`src/design/fae_regs.vh`:
```
/*
 fault alert engine constants: register byte offsets, fault codes, field widths.
 assumes inclusion by the single design file; definitions only.
*/
`ifndef FAE_REGS_VH
`define FAE_REGS_VH
`define FAE_OFF_LEGACY_MASK   8'h00
`define FAE_OFF_LAST_CODE     8'h04
`define FAE_OFF_FLAGS         8'h08
`define FAE_OFF_BIT_MASK      8'h0c
`define FAE_OFF_LINE_STATE    8'h10
`define FAE_OFF_FLAG_CLEAR    8'h14
`define FAE_OFF_MASK          8'h1f
`define FAE_CODE_INB_OVFL     8'h08
`define FAE_CODE_OUTB_OVFL    8'h09
`define FAE_CODE_WREG_FAIL    8'h13
`define FAE_CODE_NO_ACK       8'h20
`define FAE_CODE_PAYLOAD_CRC  8'h40
`define FAE_CODE_HEADER_CRC   8'h42
`define FAE_CODE_ACK_SEQ      8'h43
`define FAE_CODE_FRAME_TYPE   8'h44
`define FAE_CODE_NONE         8'h00
`define FAE_NFLT              8
`define FAE_FLAGS_RST         8'h00
`define FAE_LMASK_RST         8'h00
`define FAE_BMASK_RST         8'hff
`define FAE_BIT_INB_OVFL      0
`define FAE_BIT_OUTB_OVFL     1
`define FAE_BIT_WREG_FAIL     2
`define FAE_BIT_NO_ACK        3
`define FAE_BIT_PAYLOAD_CRC   4
`define FAE_BIT_HEADER_CRC    5
`define FAE_BIT_ACK_SEQ       6
`define FAE_BIT_FRAME_TYPE    7
`define FAE_LS_ALERT          0
`define FAE_LS_BUF_EMPTY      1
`define FAE_HTRANS_NONSEQ     2'b10
`define FAE_HRESP_OKAY        1'b0
`endif

```
`src/design/fae_fault_alert_engine.v`:
```
/*
 fault alert engine: records fault events as a last code and per-bit flags and
 drives the fault alert pin in legacy code-mask or per-bit mode; AHB-Lite slave.
 assumes single 32-bit word transfers from the one master; fault inputs are
 one-cycle pulses synchronous to clk; at most one code is kept per cycle.
*/
//
// Function
// [RULE1] legacy code-mask mode when legacy mask non-zero, else per-bit flag mode
// [RULE2] legacy: pin sets on fault whose code AND legacy mask is non-zero
// [RULE3] legacy: pin clears only when host reads the last fault code register
// [RULE4] legacy: nothing else, including mask writes, changes the pin
// [RULE5] a new fault overwrites the stored code, keeping only the latest
// [RULE6] inbound overflow records 0x08, outbound overflow records 0x09
// [RULE7] failed register write records 0x13
// [RULE8] missing acknowledgement after maximum retries records 0x20
// [RULE9] payload crc fault records 0x40, header crc fault records 0x42
// [RULE10] bad ack sequence identifier records 0x43
// [RULE11] invalid network mode or bad frame type records 0x44
// [RULE12] mask 0x08 passes only overflows, 0x10 only register write fault
// [RULE13] mask 0x40 packet errors, 0x60 adds missing ack, 0xff passes all
// [RULE14] legacy mask gates only the pin; code is always stored
// [RULE15] storing a code also sets its per-bit fault flag
// [RULE16] per-bit: pin high exactly while flags AND per-bit mask non-zero
// [RULE17] flag or mask writes update the pin; other unmasked flags keep it set
// [RULE18] pin state mirrored in readable line state word
// [RULE19] host should prefer per-bit mode, the reset default
// [RULE20] host may poll alert or registers after buffer empty line goes high
// [RULE21] reset clears code and flags and deasserts the pin
`timescale 1ns/10ps
`include "fae_regs.vh"
module fae_fault_alert_engine (
  // clock and reset
  input  wire        clk,
  input  wire        nrst,
  // ahb-lite slave
  input  wire        hsel,
  input  wire [31:0] haddr,
  input  wire [1:0]  htrans,
  input  wire        hwrite,
  input  wire [2:0]  hsize,
  input  wire        hready,
  input  wire [31:0] hwdata,
  output reg  [31:0] hrdata,
  output wire        hreadyout,
  output wire        hresp,
  // fault event pulses
  input  wire        inboundUartOverflow,
  input  wire        outboundUartOverflow,
  input  wire        registerWriteFault,
  input  wire        missingAckFault,
  input  wire        payloadCrcFault,
  input  wire        headerCrcFault,
  input  wire        ackSequenceFault,
  input  wire        frameTypeFault,
  // buffer state for line state word
  input  wire        bufferEmptyLine,
  // alert pin
  output reg         faultAlertPin
);

  reg  [7:0] legacyAlertMask;
  reg  [7:0] lastFaultCode;
  reg  [7:0] perBitFaultFlags;
  reg  [7:0] perBitAlertMask;
  reg        dpWrite;
  reg        dpRead;
  reg  [7:0] dpAddr;
  reg  [7:0] faultCode;
  reg  [7:0] faultBits;
  reg  [7:0] next_flags;
  reg        next_pin;
  reg  [31:0] next_rdata;
  wire [7:0] faultIn;
  wire       faultAny;
  wire       apValid;
  wire       codeRead;
  wire       legacyMode;

  // encode one code per cycle; the order gives priority to packet faults
  function [7:0] faeCodeOf;
    input [7:0] f;
    begin
      if (f[`FAE_BIT_FRAME_TYPE])
        faeCodeOf = `FAE_CODE_FRAME_TYPE; // [RULE11]
      else if (f[`FAE_BIT_ACK_SEQ])
        faeCodeOf = `FAE_CODE_ACK_SEQ; // [RULE10]
      else if (f[`FAE_BIT_HEADER_CRC])
        faeCodeOf = `FAE_CODE_HEADER_CRC; // [RULE9]
      else if (f[`FAE_BIT_PAYLOAD_CRC])
        faeCodeOf = `FAE_CODE_PAYLOAD_CRC; // [RULE9]
      else if (f[`FAE_BIT_NO_ACK])
        faeCodeOf = `FAE_CODE_NO_ACK; // [RULE8]
      else if (f[`FAE_BIT_WREG_FAIL])
        faeCodeOf = `FAE_CODE_WREG_FAIL; // [RULE7]
      else if (f[`FAE_BIT_OUTB_OVFL])
        faeCodeOf = `FAE_CODE_OUTB_OVFL; // [RULE6]
      else if (f[`FAE_BIT_INB_OVFL])
        faeCodeOf = `FAE_CODE_INB_OVFL; // [RULE6]
      else
        faeCodeOf = `FAE_CODE_NONE;
    end
  endfunction

  // flag bit that belongs to a code
  function [7:0] faeBitOf;
    input [7:0] c;
    begin
      faeBitOf = 8'h00;
      case (c)
        `FAE_CODE_INB_OVFL:    faeBitOf[`FAE_BIT_INB_OVFL] = 1'b1;
        `FAE_CODE_OUTB_OVFL:   faeBitOf[`FAE_BIT_OUTB_OVFL] = 1'b1;
        `FAE_CODE_WREG_FAIL:   faeBitOf[`FAE_BIT_WREG_FAIL] = 1'b1;
        `FAE_CODE_NO_ACK:      faeBitOf[`FAE_BIT_NO_ACK] = 1'b1;
        `FAE_CODE_PAYLOAD_CRC: faeBitOf[`FAE_BIT_PAYLOAD_CRC] = 1'b1;
        `FAE_CODE_HEADER_CRC:  faeBitOf[`FAE_BIT_HEADER_CRC] = 1'b1;
        `FAE_CODE_ACK_SEQ:     faeBitOf[`FAE_BIT_ACK_SEQ] = 1'b1;
        `FAE_CODE_FRAME_TYPE:  faeBitOf[`FAE_BIT_FRAME_TYPE] = 1'b1;
        default:               faeBitOf = 8'h00;
      endcase
    end
  endfunction

  assign faultIn = {frameTypeFault, ackSequenceFault, headerCrcFault, payloadCrcFault,
                    missingAckFault, registerWriteFault, outboundUartOverflow,
                    inboundUartOverflow};
  assign faultAny = |faultIn;
  assign hreadyout = 1'b1;
  assign hresp = `FAE_HRESP_OKAY;
  assign apValid = hsel & hready & (htrans == `FAE_HTRANS_NONSEQ);
  assign codeRead = dpRead & (dpAddr == `FAE_OFF_LAST_CODE);
  assign legacyMode = |legacyAlertMask; // [RULE1]

  always @*
  begin
    faultCode = faeCodeOf(faultIn);
    faultBits = faeBitOf(faultCode); // [RULE15]
  end

  // flag update: software writes, then hardware sets win over clears
  always @*
  begin
    next_flags = perBitFaultFlags;
    if (dpWrite && dpAddr == `FAE_OFF_FLAGS)
      next_flags = hwdata[7:0];
    else if (dpWrite && dpAddr == `FAE_OFF_FLAG_CLEAR)
      next_flags = perBitFaultFlags & ~hwdata[7:0];
    next_flags = next_flags | faultBits; // [RULE15]
  end

  // alert pin next value
  always @*
  begin
    next_pin = faultAlertPin;
    if (legacyMode)
    begin
      if (faultAny && ((faultCode & legacyAlertMask) != 8'h00))
        next_pin = 1'b1; // [RULE2] [RULE12] [RULE13]
      else if (codeRead)
        next_pin = 1'b0; // [RULE3] [RULE4]
    end
    else
      next_pin = ((perBitFaultFlags & perBitAlertMask) != 8'h00); // [RULE16] [RULE17]
  end

  always @(posedge clk or negedge nrst)
  begin
    if (!nrst)
    begin
      dpWrite <= 1'b0;
      dpRead <= 1'b0;
      dpAddr <= 8'h00;
    end
    else
    begin
      dpWrite <= apValid & hwrite;
      dpRead <= apValid & ~hwrite;
      dpAddr <= haddr[7:0] & `FAE_OFF_MASK;
    end
  end

  always @(posedge clk or negedge nrst)
  begin
    if (!nrst)
    begin
      legacyAlertMask <= `FAE_LMASK_RST;
      perBitAlertMask <= `FAE_BMASK_RST;
      lastFaultCode <= `FAE_CODE_NONE; // [RULE21]
      perBitFaultFlags <= `FAE_FLAGS_RST; // [RULE21]
      faultAlertPin <= 1'b0; // [RULE21]
    end
    else
    begin
      if (dpWrite && dpAddr == `FAE_OFF_LEGACY_MASK)
        legacyAlertMask <= hwdata[7:0]; // [RULE4]
      if (dpWrite && dpAddr == `FAE_OFF_BIT_MASK)
        perBitAlertMask <= hwdata[7:0]; // [RULE17]
      if (faultAny)
        lastFaultCode <= faultCode; // [RULE5] [RULE14]
      perBitFaultFlags <= next_flags;
      faultAlertPin <= next_pin;
    end
  end

  // read data for the address phase being accepted
  always @*
  begin
    next_rdata = 32'h00000000;
    case (haddr[7:0] & `FAE_OFF_MASK)
      `FAE_OFF_LEGACY_MASK: next_rdata[7:0] = legacyAlertMask;
      `FAE_OFF_LAST_CODE:   next_rdata[7:0] = lastFaultCode;
      `FAE_OFF_FLAGS:       next_rdata[7:0] = perBitFaultFlags;
      `FAE_OFF_BIT_MASK:    next_rdata[7:0] = perBitAlertMask;
      `FAE_OFF_LINE_STATE:
      begin
        next_rdata[`FAE_LS_ALERT] = faultAlertPin; // [RULE18]
        next_rdata[`FAE_LS_BUF_EMPTY] = bufferEmptyLine;
      end
      default:              next_rdata = 32'h00000000;
    endcase
  end

  always @(posedge clk or negedge nrst)
  begin
    if (!nrst)
      hrdata <= 32'h00000000;
    else if (apValid && !hwrite)
      hrdata <= next_rdata;
  end

endmodule

```
`config.mk`:
```
export PLATFORM = sky130hd
export DESIGN_NAME = fae_fault_alert_engine
export DESIGN_NICKNAME = d
export VERILOG_FILES = /design/src/design/fae_fault_alert_engine.v
export VERILOG_INCLUDE_DIRS = /design/src /design/src/design
export SDC_FILE = /design/constraint.sdc
export NUM_CORES = 1
export LEC_CHECK = 0
export BUFFER_PORTS_ARGS = -buffer_cell sky130_fd_sc_hd__buf_2
export CORE_MARGIN = 2
export CORE_UTILIZATION = 42
export CTS_CLUSTER_DIAMETER = 50
export DETAILED_ROUTE_END_ITERATION = 16
export GPL_TIMING_DRIVEN = 0
export MAX_ROUTING_LAYER = met4
export PLACE_DENSITY = 0.76
export RECOVER_POWER = 100
export SLEW_MARGIN = 0
export SYNTH_ARGS = -nofsm -noshare
export SYNTH_HDL_FRONTEND = slang
export SYNTH_SLANG_ARGS = --single-unit
```
`constraint.sdc`:
```
create_clock -name clk -period 1.91 [get_ports clk]
set_input_delay 0.0955 -clock clk [delete_from_list [all_inputs] [get_ports clk]]
set_output_delay 0.0955 -clock clk [all_outputs]
set_load 0.05 [all_outputs]
```
After elaboration in Yosys (flattened, before gate mapping):

Index checks and enable logic that the tools add are counted.
W data, S select, Z words.

* register bits after elaboration: 48
* bits of input ports: 83
* output and inout bits: 35
* word-level logic and storage cells: 74

* equality and inequality tests: 18
* muxes and demuxes: 23
* bitwise operators: 11
* reductions and logical operators: 13

Operators by type and width (count)
* $eq A8 B7 Y1 const B: 4
* $mux W8: 4
* $and A8 B8 Y8: 3
* $pmux W6 S4: 1
* $eq A5 B4 Y1 const B: 4
* $eq A8 B4 Y1 const B: 2
* $logic_not A8 Y1: 2
* $reduce_bool A8 Y1: 2
* $reduce_or A8 Y1: 2
* $mux W7: 2
* $mux W1: 11
* $eq A5 B3 Y1 const B: 2
* $eq A5 B5 Y1 const B: 2
* $pmux W2 S5: 1
* $eq A8 B5 Y1 const B: 1
* $eq A8 B6 Y1 const B: 1
* $mux W4: 2
* $not A8 Y8: 1
* $or A8 B8 Y8: 1
* $logic_and A1 B1 Y1: 6
* $mux W6: 1
* $and A1 B1 Y1: 5
* $mux W5: 1
* $ne A3 B2 Y1 const B: 1
* 3 further kinds: 3

Logic depth before layout (Yosys ltp):

* depth in word-level cells: 13
* gate-level depth with buffers: 6
* depth with buffers taken out: 5

Least setup slack after synthesis:

Ideal clock, no wire load.

* path type: register -> register
* start: register dpAddr[1]
* end: register legacyAlertMask[0]
* setup time: 0.125 ns
* arrival time: 1.674 ns
* required time: 1.785 ns
* slack: 0.111 ns
* cell stages (with the launch flop): 5
* buffers on the path: 1
* period minus slack after synthesis: 1.799 ns
* cell sequence: dfrtp_1 -> or4b_4 -> or3_1 -> buf_6 -> mux2_4

* cells in the longest elaborated chain, start to end: 2

RTL lines
* from (decl): line fae_fault_alert_engine.v:68 `reg [7:0] dpAddr;`
* from (signal assigned): line fae_fault_alert_engine.v:178 `` dpAddr <= haddr[7:0] & `FAE_OFF_MASK; ``
* $logic_not A8 Y1 (no source line)
* $logic_and A1 B1 Y1 (no source line)
* to (signal assigned): line fae_fault_alert_engine.v:186 `` legacyAlertMask <= `FAE_LMASK_RST; ``
* to (signal assigned): line fae_fault_alert_engine.v:195 `legacyAlertMask <= hwdata[7:0];`
* to (decl): line fae_fault_alert_engine.v:62 `reg [7:0] legacyAlertMask;`

Every way passes these cells.
A chain may end at the register's enable or synchronous reset.

Worst setup path after layout:

* start: register dpAddr[0]
* end: register legacyAlertMask[4]

The elaborated chain is that of the path after synthesis.

==> reports/metrics.csv <==
metric;value;unit
first_iter_violations;138;
p_int;0.001527;W
cts_buffers;5;
synth_cells;224;
finalSetupTns;0;ps
wl;5560;um
cp_max_fo;8;
cp-start-kind;flop;
synth_area_leaders;dfrtp_1, dfstp_2, buf_4, mux2_4, mux2_2;
fin_nets;381;
yosysWarnings;0;
cp_data_arrival_time;2050;ps
relSlewSlack;0.2273;
cts_tree;yes;
fmax;532.5;MHz
syn_to_final_growth;20.68;%
place_ws;-60.69;ps
cellLeakagePower;1.444;nW
gp_congestion;0.8377;
async_flop_share;1.000;
power_switching;0.0006561;W
fin_skew;8.979;ps
clockPowerShare;0.300;
comb_power_share;0.197;
synth_mux_area_frac;0.1502;
synth_fa_ha_area_frac;0;
path_class;reg -> reg;
cap_violations;0;
dieArea;0.006582;mm^2
start_util;0.4271;
netlist.area_leader.share;0.3906;
synth_ff_type;dfrtp_1;
clk_path_buf_depth;2;
powerDensity;724.0;mW/mm^2
pin_count;118;
core;0.005851;mm^2
vias;1902;
yosysTopAreaCell;dfrtp_1;
period_share;0.9831;
synthMostInstantiatedCell;dfrtp_1;
dr.pass1.iters;4;
grt_overflow;0;
grt_pass1_wl;8618;um
portBuffers;35;
synth_top_family_by_area;multiplexers;
ys_ff_latch;47;
syn-cell-area;0.002499;mm^2
multiInputGateArea;0.001119;mm^2
clk_pin_slew_worst_paths;80;ps
grt_max_degree;48;
seq_power_share;0.503;
synth-xor-area-share;0;
slowest_delay;580;ps
setup_viol;0;
synth_edf_count;0;
yosys.area_share.simple;0.1402;
end_kind;flop;
vias_per_cell;5.086;
fillCellCount;542;
drcViolationCount;0;
synth_common_cells;dfrtp_1, buf_4, nand2_1;
worst_ir_drop_vdd;0.0003977;V
worstMarginPinSlew;1159;ps
synth-compound-area-share;0.1192;
crit_chain;or4b_4, or3_4, mux2_1;
rsz0062_at_grt;true;
seq_area_frac_synth;0.4747;
setup_ws;32.20;ps
fp-row-count;28;
cts.sinks;47;
hold_viol;0;
finalMaxSlewViolations;0;
hp-class;in -> reg;
ys_types;44;
clock_latency;300;ps
die_x;81.13;um
stdcell_area;0.003015;mm^2
ant_nets;0;
htree_num_levels;2;
cp.required;2090;ps
insertedDiodeCount;0;
finalCriticalPeriod;1878;ps
syn_area_per_cell;11.15;um^2
run_status;complete, no violations;
drive_above_1_share;0.3211;
fp.dieH;81.13;um
antenna_found_initial;0;
switching_share;0.3005;
placed_area;0.002858;mm^2
cts-root-buf;clkbuf_8;
hpwl;4108;um
grt_pass1_vias;1736;
regArea;0.001186;mm^2
wl_per_cell;14.87;um
grtUsageTotal;0.1811;
slowest_stage;or4b_4;
through the flow:
stage          std cells  total power (W)  utilization  hold slack (ps)
2_1_floorplan        248         0.001425            -           -200.1
3_3_place_gp         358         0.001534       0.4885            221.2
3_5_place_dp         358         0.001542       0.4885            222.9
4_1_cts              374         0.002200       0.5190            23.07
5_1_grt              374         0.002287       0.5154            39.81
6_report             374         0.002183       0.5154            30.10
power by group through the flow:
stage               registers (W)  clock network [W]  logic (W)
floorplan                 0.00116                  0   0.000268
detailed placement        0.00112                  0   0.000426
finish                    0.00110           0.000655   0.000429
CTS                       0.00110           0.000667   0.000436
global route              0.00111           0.000716   0.000464
global placement          0.00111                  0   0.000421
kinds of logic after synthesis:
family	Yosys count
other	2
flip-flops	47
AO/OA/AOI/OAI	40
AND/OR/NAND/NOR	64
buffers and inverters	45
multiplexers	26
worst paths after layout:
path / slack, ps / endpoint / start / cells past startpoint
setup / recovery: 30 / legacyAlertMask[4] / dpAddr[0] / 3
hold reg to reg: 470 / hrdata[6] / hrdata[6] / 2
setup reg to reg: 30 / legacyAlertMask[4] / dpAddr[0] / 3
max in group asynchronous: 640 / lastFaultCode[4] / nrst / 2
hold / removal: 30 / dpWrite / hwrite / 3
min in group asynchronous: 550 / dpAddr[1] / nrst / 2
metal layers:
metal | wire length (um) | vias to the layer above | GRT usage
met5 | 0 | - | -
met2 | 2568 | 79 | 0.2835
li1 | - | 913 | -
met3 | 415 | 7 | 0.03333
met1 | 2526 | 903 | 0.2480
met4 | 50 | 0 | 0.03898
state kept, by name, summed over array words and instances, names as in the netlist:
name / flops
hrdata: 8
legacyAlertMask: 8
perBitAlertMask: 8
perBitFaultFlags: 8
lastFaultCode: 7
dpAddr: 5
dpRead: 1
dpWrite: 1
faultAlertPin: 1
layout make-up:
type	instances	area share
flip-flops and latches	47	0.3934
multi-input cells	156	0.3710
repair buffers	44	0.08050
plain buffers	33	0.07593
clock buffers	7	0.03195
well taps	75	0.03112
inverters	11	0.01369
clock inverters	1	0.002490
placed cells by master (no fill, tap or decap), types with 2 or more instances in the layout:
| cell type | instances |
|---|---|
| clkbuf_8 | 7 |
| nand4_1 | 2 |
| inv_1 | 10 |
| dfstp_2 | 8 |
| nor2_1 | 11 |
| and3_1 | 3 |
| o21ai_0 | 4 |
| nand2_1 | 17 |
| a21o_1 | 5 |
| a41oi_1 | 2 |
| or4_1 | 2 |
| mux2_4 | 3 |
| a211o_1 | 2 |
| clkbuf_2 | 2 |
| buf_2 | 24 |
| a22oi_1 | 4 |
| mux2i_1 | 3 |
| nand3_1 | 6 |
| mux2_1 | 5 |
| mux4_2 | 5 |
| a211oi_1 | 8 |
| dfrtp_1 | 39 |
| nor3_1 | 5 |
| a22o_1 | 2 |
| dlygate4sd3_1 | 6 |
| nand2b_1 | 3 |
| a221o_1 | 5 |
| clkbuf_1 | 15 |
| mux2_2 | 10 |
| buf_4 | 30 |
| conb_1 | 26 |
| a21oi_1 | 6 |
| nor4_1 | 3 |
worst max-delay path: cells and delay by family, from the launching register on:
family / cells / cell delay [ps]
simple gates: 2 / 1030
flops: 1 / 390
mux: 1 / 340
repair_timing:
item,in CTS,in global routing
gates resized for setup,0,3
pin swaps,1,1
gates cloned,0,0
endpoints found under the setup margin,2,15
hold buffers,6,0
hold endpoints to repair,6,0
buffers inserted,2,1
(Power assumes the default switching activity.)
